### src/rfc_pkg.sv
// constants, field layouts and carriers of the receive framer control bank
package rfc_pkg;
  localparam logic [8:0] IDX_HDLC_CTRL = 9'h010;
  localparam logic [8:0] IDX_SUPPRESS = 9'h011;
  localparam logic [8:0] IDX_MON_SEL = 9'h012;
  localparam logic [8:0] IDX_SIG_CTRL = 9'h013;
  localparam logic [8:0] IDX_T1_CTRL2 = 9'h014;
  localparam logic [8:0] IDX_MON_DATA = 9'h018;
  localparam logic [8:0] IDX_LIVE = 9'h019;
  localparam logic [8:0] IDX_IRQ_STAT = 9'h01A;
  localparam logic [8:0] IDX_IRQ_MASK = 9'h01B;
  localparam logic [7:0] RESET_VAL = 8'h00;
  localparam logic [7:0] MON_SEL_MASK = 8'h1F;
  localparam logic [7:0] SIG_CTRL_MASK = 8'h17;
  localparam logic [7:0] T1_CTRL2_MASK = 8'h1F;
  localparam int HC_CRC = 7;
  localparam int HC_RST = 6;
  localparam int HC_MAP = 5;
  localparam int SC_FORCE1 = 4;
  localparam int SC_FFRZ = 2;
  localparam int SC_FEN = 1;
  localparam int SC_INTEG = 0;
  localparam int T2_SLC = 4;
  localparam int T2_OOF_LO = 2;
  localparam int T2_RAI = 1;
  localparam int EV_RAI = 0;
  localparam int EV_SIG = 1;
  localparam int EV_CAS = 2;
  localparam int EV_HRST = 3;
  localparam logic [2:0] FL_2OF4 = 3'h4;
  localparam logic [2:0] FL_2OF5 = 3'h5;
  localparam logic [2:0] FL_2OF6 = 3'h6;
  localparam logic [1:0] SIG_STABLE_MF = 2'h3;
  localparam logic [15:0] RAI_PAT = 16'h00FF;
  localparam logic [4:0] RAI_CLR_MAX = 5'h0E;
  localparam int RAI_MS = 200;
  localparam int CLK_MHZ = 200;
  localparam int RAI_CYC = RAI_MS * 1000 * CLK_MHZ;
  localparam int TMR_W = 26;

  typedef struct packed {
    logic frame_tick;
    logic mf_tick;
    logic e1_mode;
    logic esf_mode;
    logic chan_valid;
    logic [4:0] chan_num;
    logic [7:0] chan_data;
    logic [3:0] sig_bits;
    logic freeze_req;
    logic mfas_err;
    logic ts16_zero;
    logic fdl_valid;
    logic [15:0] fdl_word;
  } rfc_port_in_t;

  typedef struct packed {
    logic hdlc_reset;
    logic crc_display;
    logic map_fdl;
    logic [4:0] hdlc_chan;
    logic [7:0] bit_enable;
    logic force_ones;
    logic sig_freeze;
    logic cas_alt;
    logic cas_resync;
    logic slc96_en;
    logic [2:0] oof_window;
    logic rai;
    logic [3:0] sig_state;
    logic [7:0] chan_monitor;
  } rfc_port_ctl_t;
endpackage : rfc_pkg

### src/rfc_bank.sv
// receive framer control bank: apb registers and per-port receive control
//
// Contract
// crc display bit makes hdlc append received crc-16 after last octet
// hdlc reset flushes controller, device clears bit within two frames
// map select 0 feeds hdlc from ds0, 1 from fdl or sa bits
// five-bit channel select picks ds0 for hdlc, zero is channel 1
// new channel select applies only after an hdlc reset completes
// each suppress bit removes its bit position from hdlc reception
// monitor select field picks ds0 shown in monitor data register
// t1 force-ones bit forces robbed-bit signaling ones per flagged channel
// e1 cas resync after two consecutive errored multiframe alignment signals
// alternate criteria also resync on multiframe with ts16 all zero
// force freeze freezes signaling output regardless of freeze enable
// freeze enable permits freezing; zero means no freezing
// integration off reports changes at once, on after three stable multiframes
// t1 control bit enables loop-carrier superframe synchronizer
// out-of-frame select codes 2/4, 2/5, 2/6 framing bits in error
// rai set after 16 consecutive 00ff, cleared at 14 or fewer of 16
// rai integration sets and clears only after persisting over 200ms
// hdlc control at index 010h, ports repeated at stride 200h
// one bank per port, all bits reset zero, reserved bits read zero
//
// Local design decision: the APB interface to the registers.
`timescale 1ns/1ps
`default_nettype none
module rfc_bank
  import rfc_pkg::*;
#(
  parameter int NPORTS = 8,
  parameter int RAI_HOLD_CYC = RAI_CYC
) (
  input wire logic mclk,
  input wire logic reset_n,
  input wire logic psel,
  input wire logic penable,
  input wire logic pwrite,
  input wire logic [13:0] paddr,
  input wire logic [31:0] pwdata,
  input wire logic [3:0] pstrb,
  output logic [31:0] prdata,
  output logic pready,
  output logic pslverr,
  output logic irq,
  input wire rfc_port_in_t [NPORTS-1:0] port_in,
  output rfc_port_ctl_t [NPORTS-1:0] port_ctl
);

  typedef struct packed {
    logic [7:0] hc;
    logic [7:0] bs;
    logic [7:0] ms;
    logic [7:0] sc;
    logic [7:0] t2;
    logic [4:0] chan_act;
    logic [7:0] mon;
    logic cas_err;
    logic [3:0] sig_rep;
    logic [3:0] sig_cand;
    logic [1:0] sig_cnt;
    logic [15:0] rai_win;
    logic rai_raw;
    logic rai;
    logic [TMR_W-1:0] rai_tmr;
    logic [3:0] st;
    logic [3:0] mk;
    rfc_port_ctl_t o;
  } rfc_pst_t;

  typedef struct packed {
    logic [31:0] prdata;
    logic pready;
    logic pslverr;
    logic irq;
    rfc_pst_t [NPORTS-1:0] p;
  } rfc_state_t;

  if (NPORTS < 1 || NPORTS > 8) begin : g_chk_ports
    $error("port count must be 1 to 8");
  end
  if (RAI_HOLD_CYC < 1 || RAI_HOLD_CYC >= (1 << TMR_W)) begin : g_chk_tmr
    $error("rai hold count does not fit its timer");
  end

  localparam logic [TMR_W-1:0] RAI_HOLD = TMR_W'(RAI_HOLD_CYC);

  rfc_state_t q;
  rfc_state_t n;

  logic [2:0] pidx;
  logic [8:0] off;
  logic hit;
  logic wr_now;

  assign pidx = paddr[13:11];
  assign off = paddr[10:2];
  assign hit = ({1'b0, pidx} < 4'(NPORTS));
  assign wr_now = psel && penable && q.pready && pwrite && pstrb[0];

  always_comb begin
    rfc_pst_t c;
    rfc_port_in_t pi;
    logic sel;
    logic [3:0] ev;
    logic [4:0] ones;
    logic frz;
    logic resync;
    logic [7:0] rd;
    logic ok;
    c = '0;
    pi = '0;
    sel = 1'b0;
    ev = 4'h0;
    ones = 5'h00;
    frz = 1'b0;
    resync = 1'b0;
    rd = 8'h00;
    ok = 1'b0;
    n = q;
    n.pready = 1'b0;
    n.pslverr = 1'b0;
    n.irq = 1'b0;
    // apb read decode, one wait state
    if (psel && penable && !q.pready) begin
      n.pready = 1'b1;
      if (hit) begin
        c = q.p[pidx];
        ok = 1'b1;
        unique case (off)
          IDX_HDLC_CTRL: rd = c.hc;
          IDX_SUPPRESS: rd = c.bs;
          IDX_MON_SEL: rd = c.ms;
          IDX_SIG_CTRL: rd = c.sc;
          IDX_T1_CTRL2: rd = c.t2;
          IDX_MON_DATA: rd = c.mon;
          IDX_LIVE: rd = {c.sig_rep, 3'h0, c.rai};
          IDX_IRQ_STAT: rd = {4'h0, c.st};
          IDX_IRQ_MASK: rd = {4'h0, c.mk};
          default: ok = 1'b0;
        endcase
      end
      n.prdata = {24'h00_0000, ok ? rd : 8'h00};
      n.pslverr = !ok;
    end
    for (int i = 0; i < NPORTS; i++) begin
      c = q.p[i];
      pi = port_in[i];
      ev = 4'h0;
      resync = 1'b0;
      sel = wr_now && hit && (pidx == 3'(i));
      // acknowledged hdlc reset, completes on next frame
      if (c.hc[HC_RST] && pi.frame_tick) begin
        c.hc[HC_RST] = 1'b0;
        c.chan_act = c.hc[4:0];
        ev[EV_HRST] = 1'b1;
      end
      // channel monitor capture
      if (pi.chan_valid && pi.chan_num == c.ms[4:0]) begin
        c.mon = pi.chan_data;
      end
      // cas multiframe resync
      if (pi.mf_tick && pi.e1_mode) begin
        if (pi.mfas_err) begin
          resync = c.cas_err;
          c.cas_err = !c.cas_err;
        end else begin
          c.cas_err = 1'b0;
        end
        if (c.sc[SC_FORCE1] && pi.ts16_zero) begin
          resync = 1'b1;
          c.cas_err = 1'b0;
        end
      end
      ev[EV_CAS] = resync;
      // signaling freeze
      frz = c.sc[SC_FFRZ] || (c.sc[SC_FEN] && pi.freeze_req); // see R11
      // signaling change of state
      if (pi.mf_tick) begin
        if (pi.sig_bits != c.sig_cand) begin
          c.sig_cand = pi.sig_bits;
          c.sig_cnt = 2'h1;
        end else if (c.sig_cnt != SIG_STABLE_MF) begin
          c.sig_cnt = c.sig_cnt + 2'h1;
        end
        if (!frz) begin
          if (!c.sc[SC_INTEG] && pi.sig_bits != c.sig_rep) begin
            c.sig_rep = pi.sig_bits;
            ev[EV_SIG] = 1'b1;
          end else if (c.sc[SC_INTEG] && c.sig_cnt == SIG_STABLE_MF
                       && c.sig_cand != c.sig_rep) begin
            c.sig_rep = c.sig_cand;
            ev[EV_SIG] = 1'b1;
          end
        end
      end
      // esf rai detector over last 16 patterns
      if (!pi.esf_mode) begin
        c.rai_win = 16'h0000;
        c.rai_raw = 1'b0;
      end else if (pi.fdl_valid) begin
        c.rai_win = {c.rai_win[14:0], pi.fdl_word == RAI_PAT};
        ones = 5'($countones(c.rai_win));
        if (&c.rai_win) begin
          c.rai_raw = 1'b1;
        end else if (ones <= RAI_CLR_MAX) begin
          c.rai_raw = 1'b0;
        end
      end
      // rai integration timer
      if (!c.t2[T2_RAI]) begin
        c.rai_tmr = '0;
        if (c.rai != c.rai_raw) begin
          c.rai = c.rai_raw;
          ev[EV_RAI] = 1'b1;
        end
      end else if (c.rai == c.rai_raw) begin
        c.rai_tmr = '0;
      end else if (c.rai_tmr == RAI_HOLD) begin
        c.rai = c.rai_raw;
        c.rai_tmr = '0;
        ev[EV_RAI] = 1'b1;
      end else begin
        c.rai_tmr = c.rai_tmr + TMR_W'(1);
      end
      // sticky status, set wins over clear
      if (sel && off == IDX_IRQ_STAT) begin
        c.st = c.st & ~pwdata[3:0];
      end
      c.st = c.st | ev;
      // register writes, after hardware updates
      if (sel) begin
        unique case (off)
          IDX_HDLC_CTRL: c.hc = pwdata[7:0];
          IDX_SUPPRESS: c.bs = pwdata[7:0];
          IDX_MON_SEL: c.ms = pwdata[7:0] & MON_SEL_MASK;
          IDX_SIG_CTRL: c.sc = pwdata[7:0] & SIG_CTRL_MASK;
          IDX_T1_CTRL2: c.t2 = pwdata[7:0] & T1_CTRL2_MASK;
          IDX_IRQ_MASK: c.mk = pwdata[3:0];
          default: c.mk = c.mk;
        endcase
      end
      // registered control outputs
      c.o.hdlc_reset = c.hc[HC_RST];
      c.o.crc_display = c.hc[HC_CRC];
      c.o.map_fdl = c.hc[HC_MAP];
      c.o.hdlc_chan = c.chan_act;
      c.o.bit_enable = ~c.bs;
      c.o.force_ones = c.sc[SC_FORCE1] && !pi.e1_mode;
      c.o.sig_freeze = frz;
      c.o.cas_alt = c.sc[SC_FORCE1] && pi.e1_mode;
      c.o.cas_resync = resync;
      c.o.slc96_en = c.t2[T2_SLC] && !pi.e1_mode;
      unique case (c.t2[T2_OOF_LO+:2])
        2'h0: c.o.oof_window = FL_2OF4;
        2'h1: c.o.oof_window = FL_2OF5;
        default: c.o.oof_window = FL_2OF6;
      endcase
      c.o.rai = c.rai;
      c.o.sig_state = c.sig_rep;
      c.o.chan_monitor = c.mon;
      n.irq = n.irq || (|(c.st & c.mk));
      n.p[i] = c;
    end
  end

  always_ff @(posedge mclk or negedge reset_n) begin
    if (!reset_n) begin
      q <= '0;
    end else begin
      q <= n;
    end
  end

  assign prdata = q.prdata;
  assign pready = q.pready;
  assign pslverr = q.pslverr;
  assign irq = q.irq;

  for (genvar g = 0; g < NPORTS; g++) begin : g_port
    assign port_ctl[g] = q.p[g].o;

  end
endmodule : rfc_bank
`default_nettype wire

### config.mk
export PLATFORM = sky130hd
export DESIGN_NAME = rfc_bank
export DESIGN_NICKNAME = d
export VERILOG_FILES = /design/src/rfc_pkg.sv /design/src/rfc_bank.sv
export SDC_FILE = /design/constraint.sdc
export NUM_CORES = 2
export LEC_CHECK = 0
export BUFFER_PORTS_ARGS = -buffer_cell sky130_fd_sc_hd__clkbuf_2
export CAP_MARGIN = 10
export CORE_AREA = 2 2 319 321
export DETAILED_ROUTE_END_ITERATION = 8
export DIE_AREA = 0 0 321 323
export PLACE_DENSITY = 0.71
export SLEW_MARGIN = 5
export SYNTH_ARGS = -nofsm -noshare
export SYNTH_HDL_FRONTEND = slang
export SYNTH_SLANG_ARGS = --single-unit
### constraint.sdc
create_clock -name mclk -period 6.5 [get_ports mclk]
set_clock_uncertainty 0.2 [all_clocks]
set_input_delay 1.95 -clock mclk [delete_from_list [all_inputs] [get_ports mclk]]
set_output_delay 1.95 -clock mclk [all_outputs]
set_load 0.005 [all_outputs]
# After elaboration in Yosys (flattened, before gate mapping)
# Cells that the tools add are included.
# W data, S select, Z words.
dict set report word_totals {
  reg_bits 1011
  in_bits 391
  output_inout_bits 331
  wordCells 1141
}
dict set report op_classes {
  add_sub_neg 136
  order_cmp 9
  eq_ne 128
  muxes 343
  n_bitwise 41
  reduce_logical 240
}
# cell count
set op_table {}
lappend op_table {{$bmux W153 S3} 1}
lappend op_table {{$mux W26} 16}
lappend op_table {{$mux W40} 8}
lappend op_table {{$mux W17} 16}
lappend op_table {{$mux W4} 56}
lappend op_table {{$mux W27} 8}
lappend op_table {{$add A26 B1 Y26 const B} 8}
lappend op_table {{$eq A26 B26 Y1 const B} 8}
lappend op_table {{$mux W1} 162}
lappend op_table {{$mux W153} 1}
lappend op_table {{$mux W8} 17}
lappend op_table {{$add A1 B1 Y2} 64}
lappend op_table {{$eq A16 B8 Y1 const B} 8}
lappend op_table {{$reduce_and A16 Y1} 8}
lappend op_table {{$mux W5} 24}
lappend op_table {{$logic_and A1 B1 Y1} 109}
lappend op_table {{$add A2 B2 Y3} 32}
lappend op_table {{$ne A4 B4 Y1} 24}
lappend op_table {{$eq A9 B5 Y1 const B} 9}
lappend op_table {{$pmux W8 S9} 1}
lappend op_table {{$add A3 B3 Y4} 16}
lappend op_table {{$and A4 B4 Y4} 16}
lappend op_table {{$not A8 Y8} 8}
lappend op_table {{$reduce_and A2 Y1} 32}
lappend op_table {{other kinds (27)} 245}

# Depth between registers and ports, before layout
dict set report logic_depth {
  ltp_word 23
  ltp_mapped 24
  depth_no_buf 22
}

# Worst setup path after synthesis
# No wires, ideal clock.
dict set report synth_path {
  kind {input -> register}
  from {input port_in[261] in the netlist's numbering}
  to {register q[978] in the netlist's numbering}
  setup_ns 0.132
  arrival_time_ns 7.197
  required_ns 6.168
  path_slack_ns -1.029
  stages 21
  n_path_buf 2
  cell_sequence {or4_1 > nor4_1 > fa_1 > inv_1 > fa_1 > inv_1 > fa_1 > inv_1 > fa_1 > inv_1 > ha_1 > fa_1 > xor2_1 > nand3_1 > or4b_2 > a21boi_1 > xnor2_1 > nand2b_1 > clkbuf_1 > clkbuf_1 > nor2_1}
}
# element line
set synth_rtl {}
lappend synth_rtl {{start: declaration} rfc_bank.sv:45} ;# input wire rfc_port_in_t [NPORTS-1:0] port_in,
lappend synth_rtl {{end signal: assignment} rfc_bank.sv:270} ;# q <= n;
lappend synth_rtl {{end: declaration} rfc_bank.sv:87} ;# rfc_state_t q;

==> results by group <==
STA
  – Final Max Tran Viols: 0
  – Post-route setup slack: -0.194 ns
  – Fmax: roughly 0.15 GHz
  – Fin crit period: 6.69 ns
  – Worst slew pin tran: between 1 and 1.5 ns
  – Final hold vios: 0
  – Tcrit/Tclk final: 103%
  – Relative slew slack: 27.0%
  – Post-Route Setup TNS: -10.85 ns
  – RSZ-0062 raised after global routing: yes
  – # setup viols final: 142

Clocking
  – Clock slew at reported path FFs: 0.06 ns
  – Clock sinks: about 960
  – Clk Latency, worst-skew pair: 0.70 ns
  – CTS tree: yes
  – Num CTS Buffers: 106
  – H-tree lvl count: 3
  – Cts hold-fix bufs: 0
  – CTS max path bufs: 3
  – Clock Tree Root: clkbuf_16

Run status
  – Failing checks: setup timing
  – Run status: complete, but fails checks

Setup path
  – R2R cell count: 18
  – Startpoint class of the critical path: input pin
  – Critical path buffers and inverters: 6
  – Critical Path Max Stage Delay: 0.54 ns
  – CP arrival: 7.05 ns
  – Worst path most repeated cell: fa_1
  – CP Class: input pin to flip-flop
  – CP max FO: 3
  – CP max stage cell: or4_4
  – Crit. path cell count: 22
  – Element type at the critical path end: flip-flop
  – WP data required: 6.85 ns
  – Crit path cell chain: clkbuf_2, or4_4, nor4_4, inv_1, fa_1, fa_1, inv_2, fa_1, inv_1, fa_1, inv_1, ha_2, inv_2, fa_2, xnor2_1, nand3b_1, nor4b_2, o31a_1, xnor2_2, nor2_2, a2111oi_2, nand3_1
  – Top cell family by delay on the critical path: adder cells

Global routing
  – All-Layer GR Usage: 26.5%
  – Met1 usage: around a third
  – Global-route wire length before repair: between 200000 and 250000 um
  – Met2 GRT Util: 41.9%
  – GR peak layer: met2
  – Met3 Use GR: 6.74%
  – Number of global-route vias before repair: 35100
  – Initial antenna violation count: 16
  – Total grt overflow: 0
  – Pin count of the biggest net entering global routing: 119

Routing
  – Vias per cell: 5.64
  – Wire per inst: around 23 um
  – Routed Antenna Nets: 0
  – 1st-iter DRT viols: 2907
  – Detailed Route WL: ~140000 um
  – Routed vias: 34900
  – Pre-antenna DRT Iters: 7
  – DR DRC count: 0

Synth
  – Mapped Area: 49800 um^2
  – Post-synthesis sequential area ratio: 48.5%
  – Yosys cell types: between 60 and 70
  – Synthesized area per cell: 11.4 um^2
  – Post-Syn Instances: between 4000 and 5000
  – Ys Warns: 0
  – Register bit count reported by yosys: 964
  – Top_reg_cell synth: dfrtp_1
  – Ys async rst share: 100%
  – EDFF count, synth: 0

Cells and area
  – Final nets: 5327
  – Leading cell type in the layout, fill and taps excluded: dfrtp_1
  – Syn-to-layout area delta: 17.4%
  – Layout cells sized above 1: 35.6%
  – Fillers: 8182
  – Most frequent cells in the layout: 964 x dfrtp_1, 663 x clkbuf_2, 422 x mux2_2, 270 x inv_1, 238 x nand2_1
  – Finished Cell Area: roughly 58000 um^2

Floorplanning
  – # IOs: a little over 700
  – Die height: between 300 and 400 um
  – Full die area: a little over 100000 um^2
  – Core region area: 101000 um^2
  – Number of core rows: 117
  – Die Width: between 300 and 400 um
  – Initial Util: approximately half

Power
  – Maximum VDD drop: 0.194 mV
  – Pleak: roughly 27 nW
  – Total power per unit cell area: roughly 230 nW/um^2

Worst hold path
  – Hold WC Path Type: flip-flop to flip-flop
  – Worst Hold Depth: 1

Placement
  – Cell Area, Placed: 52900 um^2
  – Routability cong.: between 0.9 and 1
  – Input/output buffers: 668
  – Post-DP HPWL: 102000 um

Flow run
  – Max cap viols: 0
-- final cells by class --
cell class | instances | area (um^2) | share of cell area (%)
clock buffer | 146 | 3010 | 5.16
antenna | 5 | 12.5 | 0.0214
inverter | 287 | 1080 | 1.84
multi-input combinational | 2651 | 23100 | 39.5
tap | 1309 | 1640 | 2.80
clock inverter | 50 | 747 | 1.28
sequential | 964 | 24100 | 41.3
timing repair buffer | 782 | 4760 | 8.15
-- cells by family (layout without fill, tap and decap cells) --
logic type	after synthesis	in the layout	share of synthesized area (%)
xor+xnor	302	302	5.32
compound gates	259	259	3.26
other cells	2	30	0.0151
simple gates	1256	1256	12.9
flops	964	964	48.5
mux	665	665	17.0
fa+ha+maj	144	144	4.83
buf+inv	755	1265	8.19
-- registers in the layout, indices dropped and copies added (netlist names) --
signal / count
pready: 1
prdata: 8
q: 694
port_ctl: 259
pslverr: 1
irq: 1
-- worst paths after layout --
kind / startpoint / to / slack [ns]
max: port_in[12] / irq$_DFF_PN0_ / -0.19
min: q[657]$_DFF_PN0_ / q[657]$_DFF_PN0_ / 0.28
max reg2reg: q[1002]$_DFFE_PN0P_ / q[963]$_DFF_PN0_ / 1.34
min reg2reg: q[657]$_DFF_PN0_ / q[657]$_DFF_PN0_ / 0.28
max in group asynchronous: reset_n / q[705]$_DFFE_PN0P_ / 3.82
min in group asynchronous: reset_n / q[524]$_DFF_PN0_ / 1.10
-- where the power goes --
part	total (W)	switching, W	internal (W)
Combinational	0.000948	0.000522	0.000425
Sequential	0.00630	0.000148	0.00615
Clock	0.00644	0.00259	0.00386
-- per-layer routing --
metal  up-vias  share of wire, %
met5         -             0.092
met4        18               4.3
met3       336               8.1
met2      1329                47
met1     17800                40
li1      15400                 -
-- synthesized netlist by cell type (102+ instances only) --
cell type  instances  share of area [%]
buf_4            328                4.9
nor2_1           330                2.5
nor2b_1          159                2.0
dfrtp_1          964                 48
mux2i_1          141                2.8
inv_1            287                2.2
xnor2_1          102                1.8
nand3_1          142                1.4
mux2_2           422                9.6
mux4_2           102                4.6
nand2_1          242                1.8
xor2_1           200                3.5
clkbuf_1         121               0.91
-- per-stage QoR --
step / hold WS [ns] / cells / worst slack, ns / power (W) / util (%)
final: 0.285 / 6194 / -0.194 / 0.0137 / 58.0
after global routing: 0.312 / 6192 / -0.460 / 0.0141 / 58.0
after CTS: 0.285 / 6166 / -0.202 / 0.0138 / 56.7
after detailed placement: 0.271 / 5957 / -1.00 / 0.00735 / 52.6
after global placement: 0.266 / 5957 / -0.906 / 0.00733 / 52.6
after floorplan: 0.249 / 4370 / -0.512 / 0.00694 / -
-- repair_timing --
item	in CTS	in global routing
resized for setup	42	269
gates cloned	5	13
buffers inserted	8	11
pin swaps	24	108
endpoints found under the hold margin	0	0
endpoints found under the setup margin	156	213
No activity file was read; power rests on OpenSTA's default activity.
